**config.mk**
```make
export PLATFORM = sky130hd
export DESIGN_NAME = bridge_audio_cfg_link_status_regs
export DESIGN_NICKNAME = d
export VERILOG_FILES = /design/src/rtl/bridge_audio_cfg_link_status_regs.v /design/src/rtl/sync2.v
export VERILOG_INCLUDE_DIRS = /design/src /design/src/rtl
export SDC_FILE = /design/constraint.sdc
export NUM_CORES = 1
export LEC_CHECK = 0
export BUFFER_PORTS_ARGS = -buffer_cell sky130_fd_sc_hd__buf_4
export CAP_MARGIN = 20
export CORE_ASPECT_RATIO = 1.1
export CORE_MARGIN = 1.5
export CORE_UTILIZATION = 40
export DETAILED_ROUTE_END_ITERATION = 8
export GPL_ROUTABILITY_DRIVEN = 0
export PLACE_DENSITY_LB_ADDON = 0.1
export SYNTH_ARGS = -nofsm -noshare
export SYNTH_HDL_FRONTEND = slang
export SYNTH_SLANG_ARGS = --single-unit
```
**constraint.sdc**
```tcl
create_clock -name clk -period 1.49 [get_ports clk]
set_input_delay 0.298 -clock clk [delete_from_list [all_inputs] [get_ports clk]]
set_output_delay 0.298 -clock clk [all_outputs]
set_load 0.05 [all_outputs]
```
**src/rtl/bridge_audio_defines.vh**
```
// register offsets, field positions, reset values and widths of the audio/status bank
`ifndef BRIDGE_AUDIO_DEFINES_VH
`define BRIDGE_AUDIO_DEFINES_VH

// ************************************************************
// register offsets
// ************************************************************
`define AUDIO_CONFIG_OFFSET 8'h55
`define LINK_STATUS_OFFSET 8'h5A

// ************************************************************
// audio_config fields
// ************************************************************
`define CFG_TDM_PARALLEL_BIT 7
`define CFG_SRC_PIN_OUT_BIT 6
`define CFG_CLR_KIND_BIT 3
`define CFG_CLR_AUDIO_INFO_BIT 2
`define CFG_CLR_VIDEO_INFO_BIT 1
`define CFG_CLR_CLK_REGEN_BIT 0
`define CFG_WRITABLE_MASK 8'hCF
`define AUDIO_CONFIG_RESET 8'h0C

// ************************************************************
// link_and_input_status fields
// ************************************************************
`define STS_LINK_READY_BIT 7
`define STS_TX_LOCKED_BIT 6
`define STS_PORT_MODE_HI 5
`define STS_PORT_MODE_LO 4
`define STS_SYMBOLS_VALID_BIT 3
`define STS_PLL_LOCKED_BIT 2
`define STS_FREQ_SETTLED_BIT 0
`define LINK_STATUS_RESET 8'h00

// ************************************************************
// encodings and widths
// ************************************************************
`define PORT_MODE_DUAL 2'h0
`define PORT_MODE_SINGLE_P0 2'h1
`define PORT_MODE_SINGLE_P1 2'h2
`define PORT_MODE_REPLICATE 2'h3
`define AUDIO_SRC_VIDEO_INPUT 1'h0
`define AUDIO_SRC_LOCAL_PINS 1'h1
`define AUDIO_KIND_W 4
`define CHECKSUM_W 8
`define REGEN_W 20
`define STATUS_SYNC_W 10
`define I2S_W 3

`endif

```
**src/rtl/bridge_audio_cfg_link_status_regs.v**
```verilog
// audio configuration and link/input status registers of the bridge serializer
//
// Overview of operation
// RQ1 - Bit 7 of audio_config turns on the multichannel-to-parallel audio converter.
// RQ2 - While that converter is on, its clock is selected to carry audio downstream.
// RQ3 - Bit 6 of audio_config echoes the recovered input audio onto the local I2S pins.
// RQ4 - That echo is ignored unless audio_source_select picks audio from the video input.
// RQ5 - Bit 3 clears the input audio FIFO whenever the received audio type changes.
// RQ6 - Bit 2 clears the input audio FIFO whenever the audio infoframe checksum changes.
// RQ7 - Bit 1 clears the input audio FIFO whenever the video information infoframe checksum changes.
// RQ8 - Bit 0 clears the input audio FIFO whenever N or CTS of a clock regeneration packet changes.
// RQ9 - Status bit 7 shows that a downstream connection was found and its abilities learned.
// RQ10 - Status bit 6 shows the transmitter active with the far receiver locked to its clock.
// RQ11 - Status bit 6 stays low until a valid input is seen and single or dual mode has settled.
// RQ12 - While bit 6 is set, bits 5:4 give dual, single port 0, single port 1 or replicate mode.
// RQ13 - Status bit 3 shows that valid encoded symbols are being recovered from the input.
// RQ14 - Status bit 2 shows the input PLL locked to the incoming video clock.
// RQ15 - Status bit 0 shows that the input clock frequency has been found stable.
// RQ16 - audio_source_select picks video-input audio (0) or local I2S pin audio (1) for downstream.
// RQ17 - Reserved bits 5:4 of audio_config read zero and writes to the status register are dropped.
`timescale 1ns/1ps
`include "bridge_audio_defines.vh"
module bridge_audio_cfg_link_status_regs (
  input wire clk,
  input wire rst_b,
  // register port
  input wire [7:0] reg_addr,
  input wire reg_wr_en,
  input wire [7:0] reg_wr_data,
  input wire reg_rd_en,
  output reg [7:0] reg_rd_data,
  // audio source choice held in the bridge configuration register
  input wire audio_source_select,
  // audio control outputs
  output wire tdm_parallel_convert_en,
  output wire audio_clk_from_converter,
  output reg audio_fifo_clear,
  // recovered input audio (same clock)
  input wire rx_i2s_sck,
  input wire rx_i2s_ws,
  input wire rx_i2s_sd,
  // local I2S pins, two-way
  input wire i2s_sck_in,
  input wire i2s_ws_in,
  input wire i2s_sd_in,
  output reg i2s_sck_out,
  output reg i2s_ws_out,
  output reg i2s_sd_out,
  output wire i2s_oe,
  // audio selected for the downstream link
  output reg tx_i2s_sck,
  output reg tx_i2s_ws,
  output reg tx_i2s_sd,
  // received packet fields (same clock, with strobes)
  input wire audio_kind_vld,
  input wire [3:0] audio_kind,
  input wire audio_info_vld,
  input wire [7:0] audio_info_checksum,
  input wire video_info_vld,
  input wire [7:0] video_info_checksum,
  input wire clk_regen_vld,
  input wire [19:0] clk_regen_n,
  input wire [19:0] clk_regen_cts,
  // raw status from link and input front end (asynchronous)
  input wire link_detect_done,
  input wire serial_tx_active,
  input wire far_rx_locked,
  input wire valid_input_seen,
  input wire link_mode_settled,
  input wire [1:0] link_port_mode,
  input wire symbol_recovery_ok,
  input wire input_pll_lock_raw,
  input wire freq_detect_stable
);

  // ************************************************************
  // declarations
  // ************************************************************
  reg [7:0] audio_config_r;
  reg [7:0] audio_config_nxt;
  reg [7:0] link_status_r;
  reg [7:0] link_status_nxt;
  reg [7:0] rd_data_nxt;
  reg [3:0] last_kind_r;
  reg kind_seen_r;
  reg [7:0] last_audio_info_r;
  reg audio_info_seen_r;
  reg [7:0] last_video_info_r;
  reg video_info_seen_r;
  reg [19:0] last_n_r;
  reg [19:0] last_cts_r;
  reg regen_seen_r;
  wire [`STATUS_SYNC_W-1:0] status_raw;
  wire [`STATUS_SYNC_W-1:0] status_sync;
  wire [`I2S_W-1:0] pins_raw;
  wire [`I2S_W-1:0] pins_sync;
  wire sel_audio_config;
  wire sel_link_status;
  wire echo_allowed;
  wire kind_changed;
  wire audio_info_changed;
  wire video_info_changed;
  wire regen_changed;
  wire clear_request;
  wire st_link_ready;
  wire st_tx_active;
  wire st_rx_locked;
  wire st_input_seen;
  wire st_mode_settled;
  wire [1:0] st_port_mode;
  wire st_symbols_ok;
  wire st_pll_lock;
  wire st_input_freq_settled;
  wire tx_locked_now;

  // ************************************************************
  // crossings of asynchronous inputs
  // ************************************************************
  // status levels from the analog and link front end
  assign status_raw = {link_detect_done, serial_tx_active, far_rx_locked, valid_input_seen,
                       link_mode_settled, link_port_mode, symbol_recovery_ok,
                       input_pll_lock_raw, freq_detect_stable};
  sync2 #(
    .WIDTH(`STATUS_SYNC_W)
  ) u_status_sync (
    .clk(clk),
    .rst_b(rst_b),
    .async_in(status_raw),
    .sync_out(status_sync)
  );
  assign st_link_ready = status_sync[9];
  assign st_tx_active = status_sync[8];
  assign st_rx_locked = status_sync[7];
  assign st_input_seen = status_sync[6];
  assign st_mode_settled = status_sync[5];
  assign st_port_mode = status_sync[4:3];
  assign st_symbols_ok = status_sync[2];
  assign st_pll_lock = status_sync[1];
  assign st_input_freq_settled = status_sync[0];

  // local I2S pins seen as inputs
  assign pins_raw = {i2s_sck_in, i2s_ws_in, i2s_sd_in};

  sync2 #(
    .WIDTH(`I2S_W)
  ) u_pin_sync (
    .clk(clk),
    .rst_b(rst_b),
    .async_in(pins_raw),
    .sync_out(pins_sync)
  );

  // ************************************************************
  // register port decode and write path
  // ************************************************************
  assign sel_audio_config = (reg_addr == `AUDIO_CONFIG_OFFSET);
  assign sel_link_status = (reg_addr == `LINK_STATUS_OFFSET);

  // next value of audio_config
  always @* begin
    audio_config_nxt = audio_config_r;
    if (reg_wr_en && sel_audio_config) begin
      // RQ17 reserved bits dropped
      audio_config_nxt = reg_wr_data & `CFG_WRITABLE_MASK;
    end
  end

  // audio_config storage
  always @(posedge clk) begin
    if (!rst_b) begin
      audio_config_r <= `AUDIO_CONFIG_RESET;
    end else begin
      audio_config_r <= audio_config_nxt;
    end
  end

  // ************************************************************
  // audio routing
  // ************************************************************
  // RQ1 converter enable
  assign tdm_parallel_convert_en = audio_config_r[`CFG_TDM_PARALLEL_BIT];
  // RQ2 converter clock select
  assign audio_clk_from_converter = audio_config_r[`CFG_TDM_PARALLEL_BIT];
  // RQ4 echo only with video-input source
  assign echo_allowed = audio_config_r[`CFG_SRC_PIN_OUT_BIT] &&
                        (audio_source_select == `AUDIO_SRC_VIDEO_INPUT);

  // RQ3 pins driven while echoing
  assign i2s_oe = echo_allowed;

  // RQ3 recovered audio onto pins
  always @(posedge clk) begin
    if (!rst_b) begin
      i2s_sck_out <= 1'b0;
      i2s_ws_out <= 1'b0;
      i2s_sd_out <= 1'b0;
    end else if (echo_allowed) begin
      i2s_sck_out <= rx_i2s_sck;
      i2s_ws_out <= rx_i2s_ws;
      i2s_sd_out <= rx_i2s_sd;
    end else begin
      i2s_sck_out <= 1'b0;
      i2s_ws_out <= 1'b0;
      i2s_sd_out <= 1'b0;
    end
  end

  // RQ16 downstream audio source select
  always @(posedge clk) begin
    if (!rst_b) begin
      tx_i2s_sck <= 1'b0;
      tx_i2s_ws <= 1'b0;
      tx_i2s_sd <= 1'b0;
    end else if (audio_source_select == `AUDIO_SRC_LOCAL_PINS) begin
      tx_i2s_sck <= pins_sync[2];
      tx_i2s_ws <= pins_sync[1];
      tx_i2s_sd <= pins_sync[0];
    end else begin
      tx_i2s_sck <= rx_i2s_sck;
      tx_i2s_ws <= rx_i2s_ws;
      tx_i2s_sd <= rx_i2s_sd;
    end
  end

  // ************************************************************
  // change detection on received packet fields
  // ************************************************************
  // first value after reset is only captured, not a change
  assign kind_changed = audio_kind_vld && kind_seen_r && (audio_kind != last_kind_r);
  assign audio_info_changed = audio_info_vld && audio_info_seen_r &&
                              (audio_info_checksum != last_audio_info_r);
  assign video_info_changed = video_info_vld && video_info_seen_r &&
                              (video_info_checksum != last_video_info_r);
  assign regen_changed = clk_regen_vld && regen_seen_r &&
                         ((clk_regen_n != last_n_r) || (clk_regen_cts != last_cts_r));

  // last seen audio type
  always @(posedge clk) begin
    if (!rst_b) begin
      last_kind_r <= 4'h0;
      kind_seen_r <= 1'b0;
    end else if (audio_kind_vld) begin
      last_kind_r <= audio_kind;
      kind_seen_r <= 1'b1;
    end
  end

  // last seen audio infoframe checksum
  always @(posedge clk) begin
    if (!rst_b) begin
      last_audio_info_r <= 8'h00;
      audio_info_seen_r <= 1'b0;
    end else if (audio_info_vld) begin
      last_audio_info_r <= audio_info_checksum;
      audio_info_seen_r <= 1'b1;
    end
  end

  // last seen video infoframe checksum
  always @(posedge clk) begin
    if (!rst_b) begin
      last_video_info_r <= 8'h00;
      video_info_seen_r <= 1'b0;
    end else if (video_info_vld) begin
      last_video_info_r <= video_info_checksum;
      video_info_seen_r <= 1'b1;
    end
  end

  // last seen clock regeneration values
  always @(posedge clk) begin
    if (!rst_b) begin
      last_n_r <= 20'h00000;
      last_cts_r <= 20'h00000;
      regen_seen_r <= 1'b0;
    end else if (clk_regen_vld) begin
      last_n_r <= clk_regen_n;
      last_cts_r <= clk_regen_cts;
      regen_seen_r <= 1'b1;
    end
  end

  // gate each change by its enable
  assign clear_request =
    // RQ5 clear on type change
    (kind_changed && audio_config_r[`CFG_CLR_KIND_BIT]) ||
    // RQ6 clear on infoframe change
    (audio_info_changed && audio_config_r[`CFG_CLR_AUDIO_INFO_BIT]) ||
    // RQ7 clear on video infoframe
    (video_info_changed && audio_config_r[`CFG_CLR_VIDEO_INFO_BIT]) ||
    // RQ8 clear on N/CTS change
    (regen_changed && audio_config_r[`CFG_CLR_CLK_REGEN_BIT]);

  // one-cycle FIFO clear pulse
  always @(posedge clk) begin
    if (!rst_b) begin
      audio_fifo_clear <= 1'b0;
    end else begin
      audio_fifo_clear <= clear_request;
    end
  end

  // ************************************************************
  // link and input status
  // ************************************************************
  // RQ10 active and far end locked
  // RQ11 only after input and mode settle
  assign tx_locked_now = st_tx_active && st_rx_locked && st_input_seen && st_mode_settled;

  // status register next value, writes never reach it
  always @* begin
    link_status_nxt = `LINK_STATUS_RESET;
    // RQ9 downstream link ready
    link_status_nxt[`STS_LINK_READY_BIT] = st_link_ready;
    link_status_nxt[`STS_TX_LOCKED_BIT] = tx_locked_now;
    // RQ12 port mode while locked
    if (tx_locked_now) begin
      link_status_nxt[`STS_PORT_MODE_HI:`STS_PORT_MODE_LO] = st_port_mode;
    end
    // RQ13 symbol recovery
    link_status_nxt[`STS_SYMBOLS_VALID_BIT] = st_symbols_ok;
    // RQ14 input PLL lock
    link_status_nxt[`STS_PLL_LOCKED_BIT] = st_pll_lock;
    // RQ15 frequency stable
    link_status_nxt[`STS_FREQ_SETTLED_BIT] = st_input_freq_settled;
  end

  // status storage
  always @(posedge clk) begin
    if (!rst_b) begin
      link_status_r <= `LINK_STATUS_RESET;
    end else begin
      link_status_r <= link_status_nxt;
    end
  end

  // ************************************************************
  // read path
  // ************************************************************
  // read mux, unmapped offsets read zero
  always @* begin
    rd_data_nxt = reg_rd_data;
    if (reg_rd_en) begin
      if (sel_audio_config) begin
        // RQ17 reserved reads zero
        rd_data_nxt = audio_config_r & `CFG_WRITABLE_MASK;
      end else if (sel_link_status) begin
        rd_data_nxt = link_status_r;
      end else begin
        rd_data_nxt = 8'h00;
      end
    end
  end

  // registered read data
  always @(posedge clk) begin
    if (!rst_b) begin
      reg_rd_data <= 8'h00;
    end else begin
      reg_rd_data <= rd_data_nxt;
    end
  end

endmodule // bridge_audio_cfg_link_status_regs

```
**src/rtl/sync2.v**
```verilog
// two-flop synchroniser for a bundle of independent levels
`timescale 1ns/1ps
module sync2 #(
  parameter WIDTH = 1
) (
  input wire clk,
  input wire rst_b,
  input wire [WIDTH-1:0] async_in,
  output wire [WIDTH-1:0] sync_out
);

  reg [WIDTH-1:0] meta_r;
  reg [WIDTH-1:0] stable_r;

  // first stage feeds only the second
  always @(posedge clk) begin
    if (!rst_b) begin
      meta_r <= {WIDTH{1'b0}};
      stable_r <= {WIDTH{1'b0}};
    end else begin
      meta_r <= async_in;
      stable_r <= meta_r;
    end
  end

  assign sync_out = stable_r;

endmodule // sync2

```
* Word-level counts from Yosys, hierarchy flattened
Cells that the tools add are included.
Word-level totals: register bits after elaboration 119, logic and storage cells 61
Operators by class: equality and inequality tests 7, mux-type cells 5, bitwise operators 1, reduce and logical (&&, ||, !) cells 23
Operators with widths (number):
- 20-bit != test | 2
- 1-bit logical AND | 17
- 8-bit by 7-bit equality test with 1-bit output (second input constant) | 2
- 8-bit two-way mux | 2
- 8-bit != test | 2
- 1-bit logical OR | 4
- 4-bit != test | 1
- 2-bit AND reduction | 2
- 1-bit two-way mux | 3
- 1-bit inverter | 1

* Depth between registers and ports, before layout
depth after elaboration 6, gate-level depth with buffers 6

* Modules after synthesis
A second synthesis with hierarchy kept.
Unflattened totals: cell total of the unflattened synthesis 442, area total of the unflattened synthesis 4808.4 um^2
By module, submodules not included:
- bridge_audio_cfg_link_status_regs | instances 1, cells an instance 388, area each 4088.9 um^2, seq. area each 1841.8 um^2
- sync2 (u_status_sync) | instances 1, cells an instance 42, area each 561.8 um^2, seq. area each 400.4 um^2
- sync2 (u_pin_sync) | instances 1, cells an instance 12, area each 157.7 um^2, seq. area each 120.1 um^2

* Worst setup path after synthesis
No wires, ideal clock.
kind register to register, start register audio_config_r[6], end register i2s_sck_out, setup time 0.063 ns, arrival 1.348 ns, slack 0.079 ns, cell stages (with the launch flop) 3, clock period less this slack 1.411 ns, cell sequence dfxtp_1 > nor2b_1 > and3_1
Between the ends: longest elaborated chain between the ends 2
RTL lines:
- start, declared | RTL line bridge_audio_cfg_link_status_regs.v:79 | reg [7:0] audio_config_r;
- start signal, assigned | RTL line bridge_audio_cfg_link_status_regs.v:171 | audio_config_r <= `AUDIO_CONFIG_RESET;
- start signal, assigned | RTL line bridge_audio_cfg_link_status_regs.v:173 | audio_config_r <= audio_config_nxt;
- 1-bit logical AND | RTL line bridge_audio_cfg_link_status_regs.v:185 | assign echo_allowed = audio_config_r[`CFG_SRC_PIN_OUT_BIT] &&
- via i2s_oe | RTL line bridge_audio_cfg_link_status_regs.v:49 | output wire i2s_oe,
- 2-bit AND reduction (no line)
- end signal, assigned | RTL line bridge_audio_cfg_link_status_regs.v:198 | i2s_sck_out <= rx_i2s_sck;
- end, declared | RTL line bridge_audio_cfg_link_status_regs.v:46 | output reg i2s_sck_out,
The timed path passes the listed nets, and every way through them passes these cells. A chain may end at the register's enable or synchronous reset.

* Worst setup path in the final report
start register last_n_r[3], end register audio_fifo_clear
Between the ends: longest elaborated chain between the ends 5
RTL lines:
- start, declared | RTL line bridge_audio_cfg_link_status_regs.v:90 | reg [19:0] last_n_r;
- start signal, assigned | RTL line bridge_audio_cfg_link_status_regs.v:277 | last_n_r <= clk_regen_n;
- 20-bit != test | RTL line bridge_audio_cfg_link_status_regs.v:235 | ((clk_regen_n != last_n_r) || (clk_regen_cts != last_cts_r));
- 1-bit logical OR | RTL line bridge_audio_cfg_link_status_regs.v:235
- 1-bit logical AND | RTL line bridge_audio_cfg_link_status_regs.v:234 | assign regen_changed = clk_regen_vld && regen_seen_r &&
- 1-bit logical AND | RTL line bridge_audio_cfg_link_status_regs.v:292 | (regen_changed && audio_config_r[`CFG_CLR_CLK_REGEN_BIT]);
- 1-bit logical OR | RTL line bridge_audio_cfg_link_status_regs.v:286 | (kind_changed && audio_config_r[`CFG_CLR_KIND_BIT]) ||
- end signal, assigned | RTL line bridge_audio_cfg_link_status_regs.v:299 | audio_fifo_clear <= clear_request;
- end, declared | RTL line bridge_audio_cfg_link_status_regs.v:37 | output reg audio_fifo_clear,
Every way passes these cells.

==> impl_metrics.tcl <==
set metrics [dict create \
    power.switching_mw 1.768 \
    whs_ns 0.09990 \
    drt_pre_antenna_iters 4 \
    dpl.hpwl_um 6628 \
    drtAntennaViolNets 0 \
    clkPwrFrac 0.505 \
    critical_path.endpoint "audio_fifo_clear" \
    m1WireLength_um 4211 \
    stdcell_area_mm2 0.006485 \
    cts.clk_slew.worst_paths_ns 0.05 \
    synth-seq-area-share 0.4965 \
    antenna_found_initial 0 \
    ys.flop_type "dfxtp_1" \
    yosysWarnings 0 \
    synth_cell_types 26 \
    ff2ff_setup_slack_ns 0.04 \
    synth_edf_count 0 \
    drt-total-wl_um 9360 \
    grt_usage 0.1592 \
    cts_setup_buffers 0 \
    dp.cells 695 \
    crit_path_end_kind "flop" \
    rsz0062_at_grt "yes" \
    async_reset_ff_frac 0 \
    drive_gt1_frac 0.2847 \
    grt_pass1_wl_um 15530 \
    fp.dieH_um 117.4 \
    vias 3340 \
    worst_slew_pin_slew_ns 0.3410 \
    fin_nets 665 \
    r2r-end "audio_fifo_clear" \
    cp_data_required_time_ns 1.77 \
    cts_tree "built" \
    p_leak_nw 2.886 \
    power_density_mw_per_mm2 1312 \
    vias_per_cell 4.601 \
    coreArea_mm2 0.01154 \
    finalCritPeriodShare 0.9714 \
    syn_area_mm2 0.004758 \
    finClkSkew_ns 0.007298 \
    fmax_mhz 690.9 \
    grt_max_degree 32 \
    area_delta_synth_final_pct 36.29 \
    hold_class "in2reg" \
    die-area_mm2 0.01256 \
    gr-total-overflow 0 \
    r2r-start "last_n_r[3]" \
    n_antenna_cell 0 \
    cts_buffers 17 \
    nFillCells 1031 \
    max_cap_violations 0 \
    ff2ff_path_depth 5 \
    synth.area.top_cells "dfxtp_1 50%, mux2i_1 13%, nor2b_1 8.4%, xor2_1 5.9%, xnor2_1 5.2%" \
    startpoint "last_n_r[3]" \
    top_layer "met4" \
    slew-limit-headroom 0.7706 \
    cp_max_fo 2 \
    root_buffer "clkbuf_16" \
    critical_path_class "reg2reg" \
    status "finished, final reports clean" \
    final-instance-count-excl-fill 726 \
    drt-initial-drc-count 84 \
    clk_latency_ns 0.40 \
    wl_met3_um 331 \
    yosysMostFrequentCell "dfxtp_1" \
    syn-num-nets 544 \
    period_needed_ns 1.447 \
    placed_area_mm2 0.005819 \
    port_buffers 116 \
    seq_power_share 0.399 \
    cp-start-kind "flop" \
    slew_violations 0 \
    grt_pass1_vias 3367 \
    cp.arrival_ns 1.73 \
    final_hold_viol_count 0 \
    routedWlPerCell_um 12.89 \
    ios 119 \
    rows 41 \
    cts_sinks 118 \
    htreeDepth 4 \
    yosysTopAreaCell "dfxtp_1" \
    route.detailed.drc 0 \
    synth_common_cells "118 x dfxtp_1, 64 x nor2b_1, 63 x mux2i_1" \
    met2_length_um 4715 \
    finalSetupTns_ns 0 \
    cts_max_path_buffers 2 \
    initial_core_util 0.4122 \
    ys_seq_elements 118 \
    synth_top_area_frac 0.4965 \
    switching_share 0.2079 \
    avgSynthCellArea_um2 10.74 \
    die_width_um 107.0 \
    finalSetupViolations 0 \
    p_total_mw 8.507 \
    synth_cells 443 \
    combPwrFrac 0.096 \
    peakVddDrop_uv 631.6 \
    intPower_mw 6.738 \
]
-- worst max-delay path: stages (launching register included) --
cell,delay [ns]
dfxtp_1,0.31
xor2_1,0.15
nor4_1,0.36
nand4_1,0.21
nor4_2,0.20
o2bb2ai_1,0.10
-- flip-flops by register name, indices dropped and copies added, names as in the netlist, 7 cells and up --
name and cells:
u_status_sync.sync_out 10, reg_rd_data 8, link_status_r 7, u_status_sync.meta_r 10
last_cts_r 20, last_n_r 20, last_video_info_r 8, last_audio_info_r 8
-- repair_timing --
item	in CTS	in global routing
endpoints found under the setup margin	2	2
gates resized for setup	5	3
pin swaps	0	2
hold buffers	0	0
-- metal layers --
layer / GRT usage / up-vias
met1: 0.1832 / 1526
met2: 0.2740 / 77
met5: 0 / -
met3: 0.04725 / 6
met4: 0.06250 / 0
li1: - / 1731
-- how the worst min path moves through the flow --
stage / from / end / slack [ns] / cells past startpoint
3_5_place_dp: u_status_sync.sync_out[4] / link_status_r[5] / 0.41 / 1
2_1_floorplan: u_status_sync.sync_out[3] / link_status_r[4] / 0.41 / 1
6_report: symbol_recovery_ok / u_status_sync.meta_r[2] / 0.1 / 2
5_1_grt: input_pll_lock_raw / u_status_sync.meta_r[1] / 0.09 / 2
3_3_place_gp: u_status_sync.sync_out[3] / link_status_r[4] / 0.41 / 1
4_1_cts: serial_tx_active / u_status_sync.meta_r[8] / 0.08 / 2
-- cell families after synthesis --
group / Yosys count / synth area share
AO/OA/AOI/OAI: 24 / 0.04129
XOR/XNOR: 60 / 0.1104
buffers and inverters: 24 / 0.02314
flip-flops: 118 / 0.4965
multiplexers: 63 / 0.1325
AND/OR/NAND/NOR: 154 / 0.1962
-- per-stage QoR --
step | utilization | setup slack (ns)
final | 0.5618 | 0.04256
after global routing | 0.5618 | -0.09709
after CTS | 0.5611 | 0.004456
after detailed placement | 0.5042 | -0.1194
after global placement | 0.5042 | -0.09508
after floorplan | - | 0.07921
-- cell usage in the layout (no fill, tap or decap), drive strengths merged --
cell and n:
nor2 3, o2bb2ai 1, clkinv 2, a22oi 5, bufinv 4, nand4bb 3, clkinvlp 2, o211a 5
o2111ai 2, nor2b 64, dfxtp 118, clkbuf 23, o21a 4, and3 3, a21boi 7, xnor2 28
nand3 13, xor2 32, nand2 13, mux2i 63, buf 126, nor4 9, nand2b 3, and2 32
nand4 11
-- area by class of cell --
class                      instances  area (um^2)  share of cell area
tap                              150        187.7             0.02894
clock buffer                      23        488.0             0.07525
clock inverter                     8        145.1             0.02238
multi-input combinational        301         2312              0.3566
timing repair buffer             126        987.2              0.1522
sequential                       118         2365              0.3647
-- power groups by stage --
stage          registers [mW]  clock network (mW)  logic [mW]
4_1_cts                  3.39                4.40       0.827
2_1_floorplan            3.48                   0       0.426
5_1_grt                  3.40                4.56       0.901
3_3_place_gp             3.45                   0       0.803
6_report                 3.39                4.30       0.818
3_5_place_dp             3.45                   0       0.817
No activity file was read; power rests on OpenSTA's default activity.
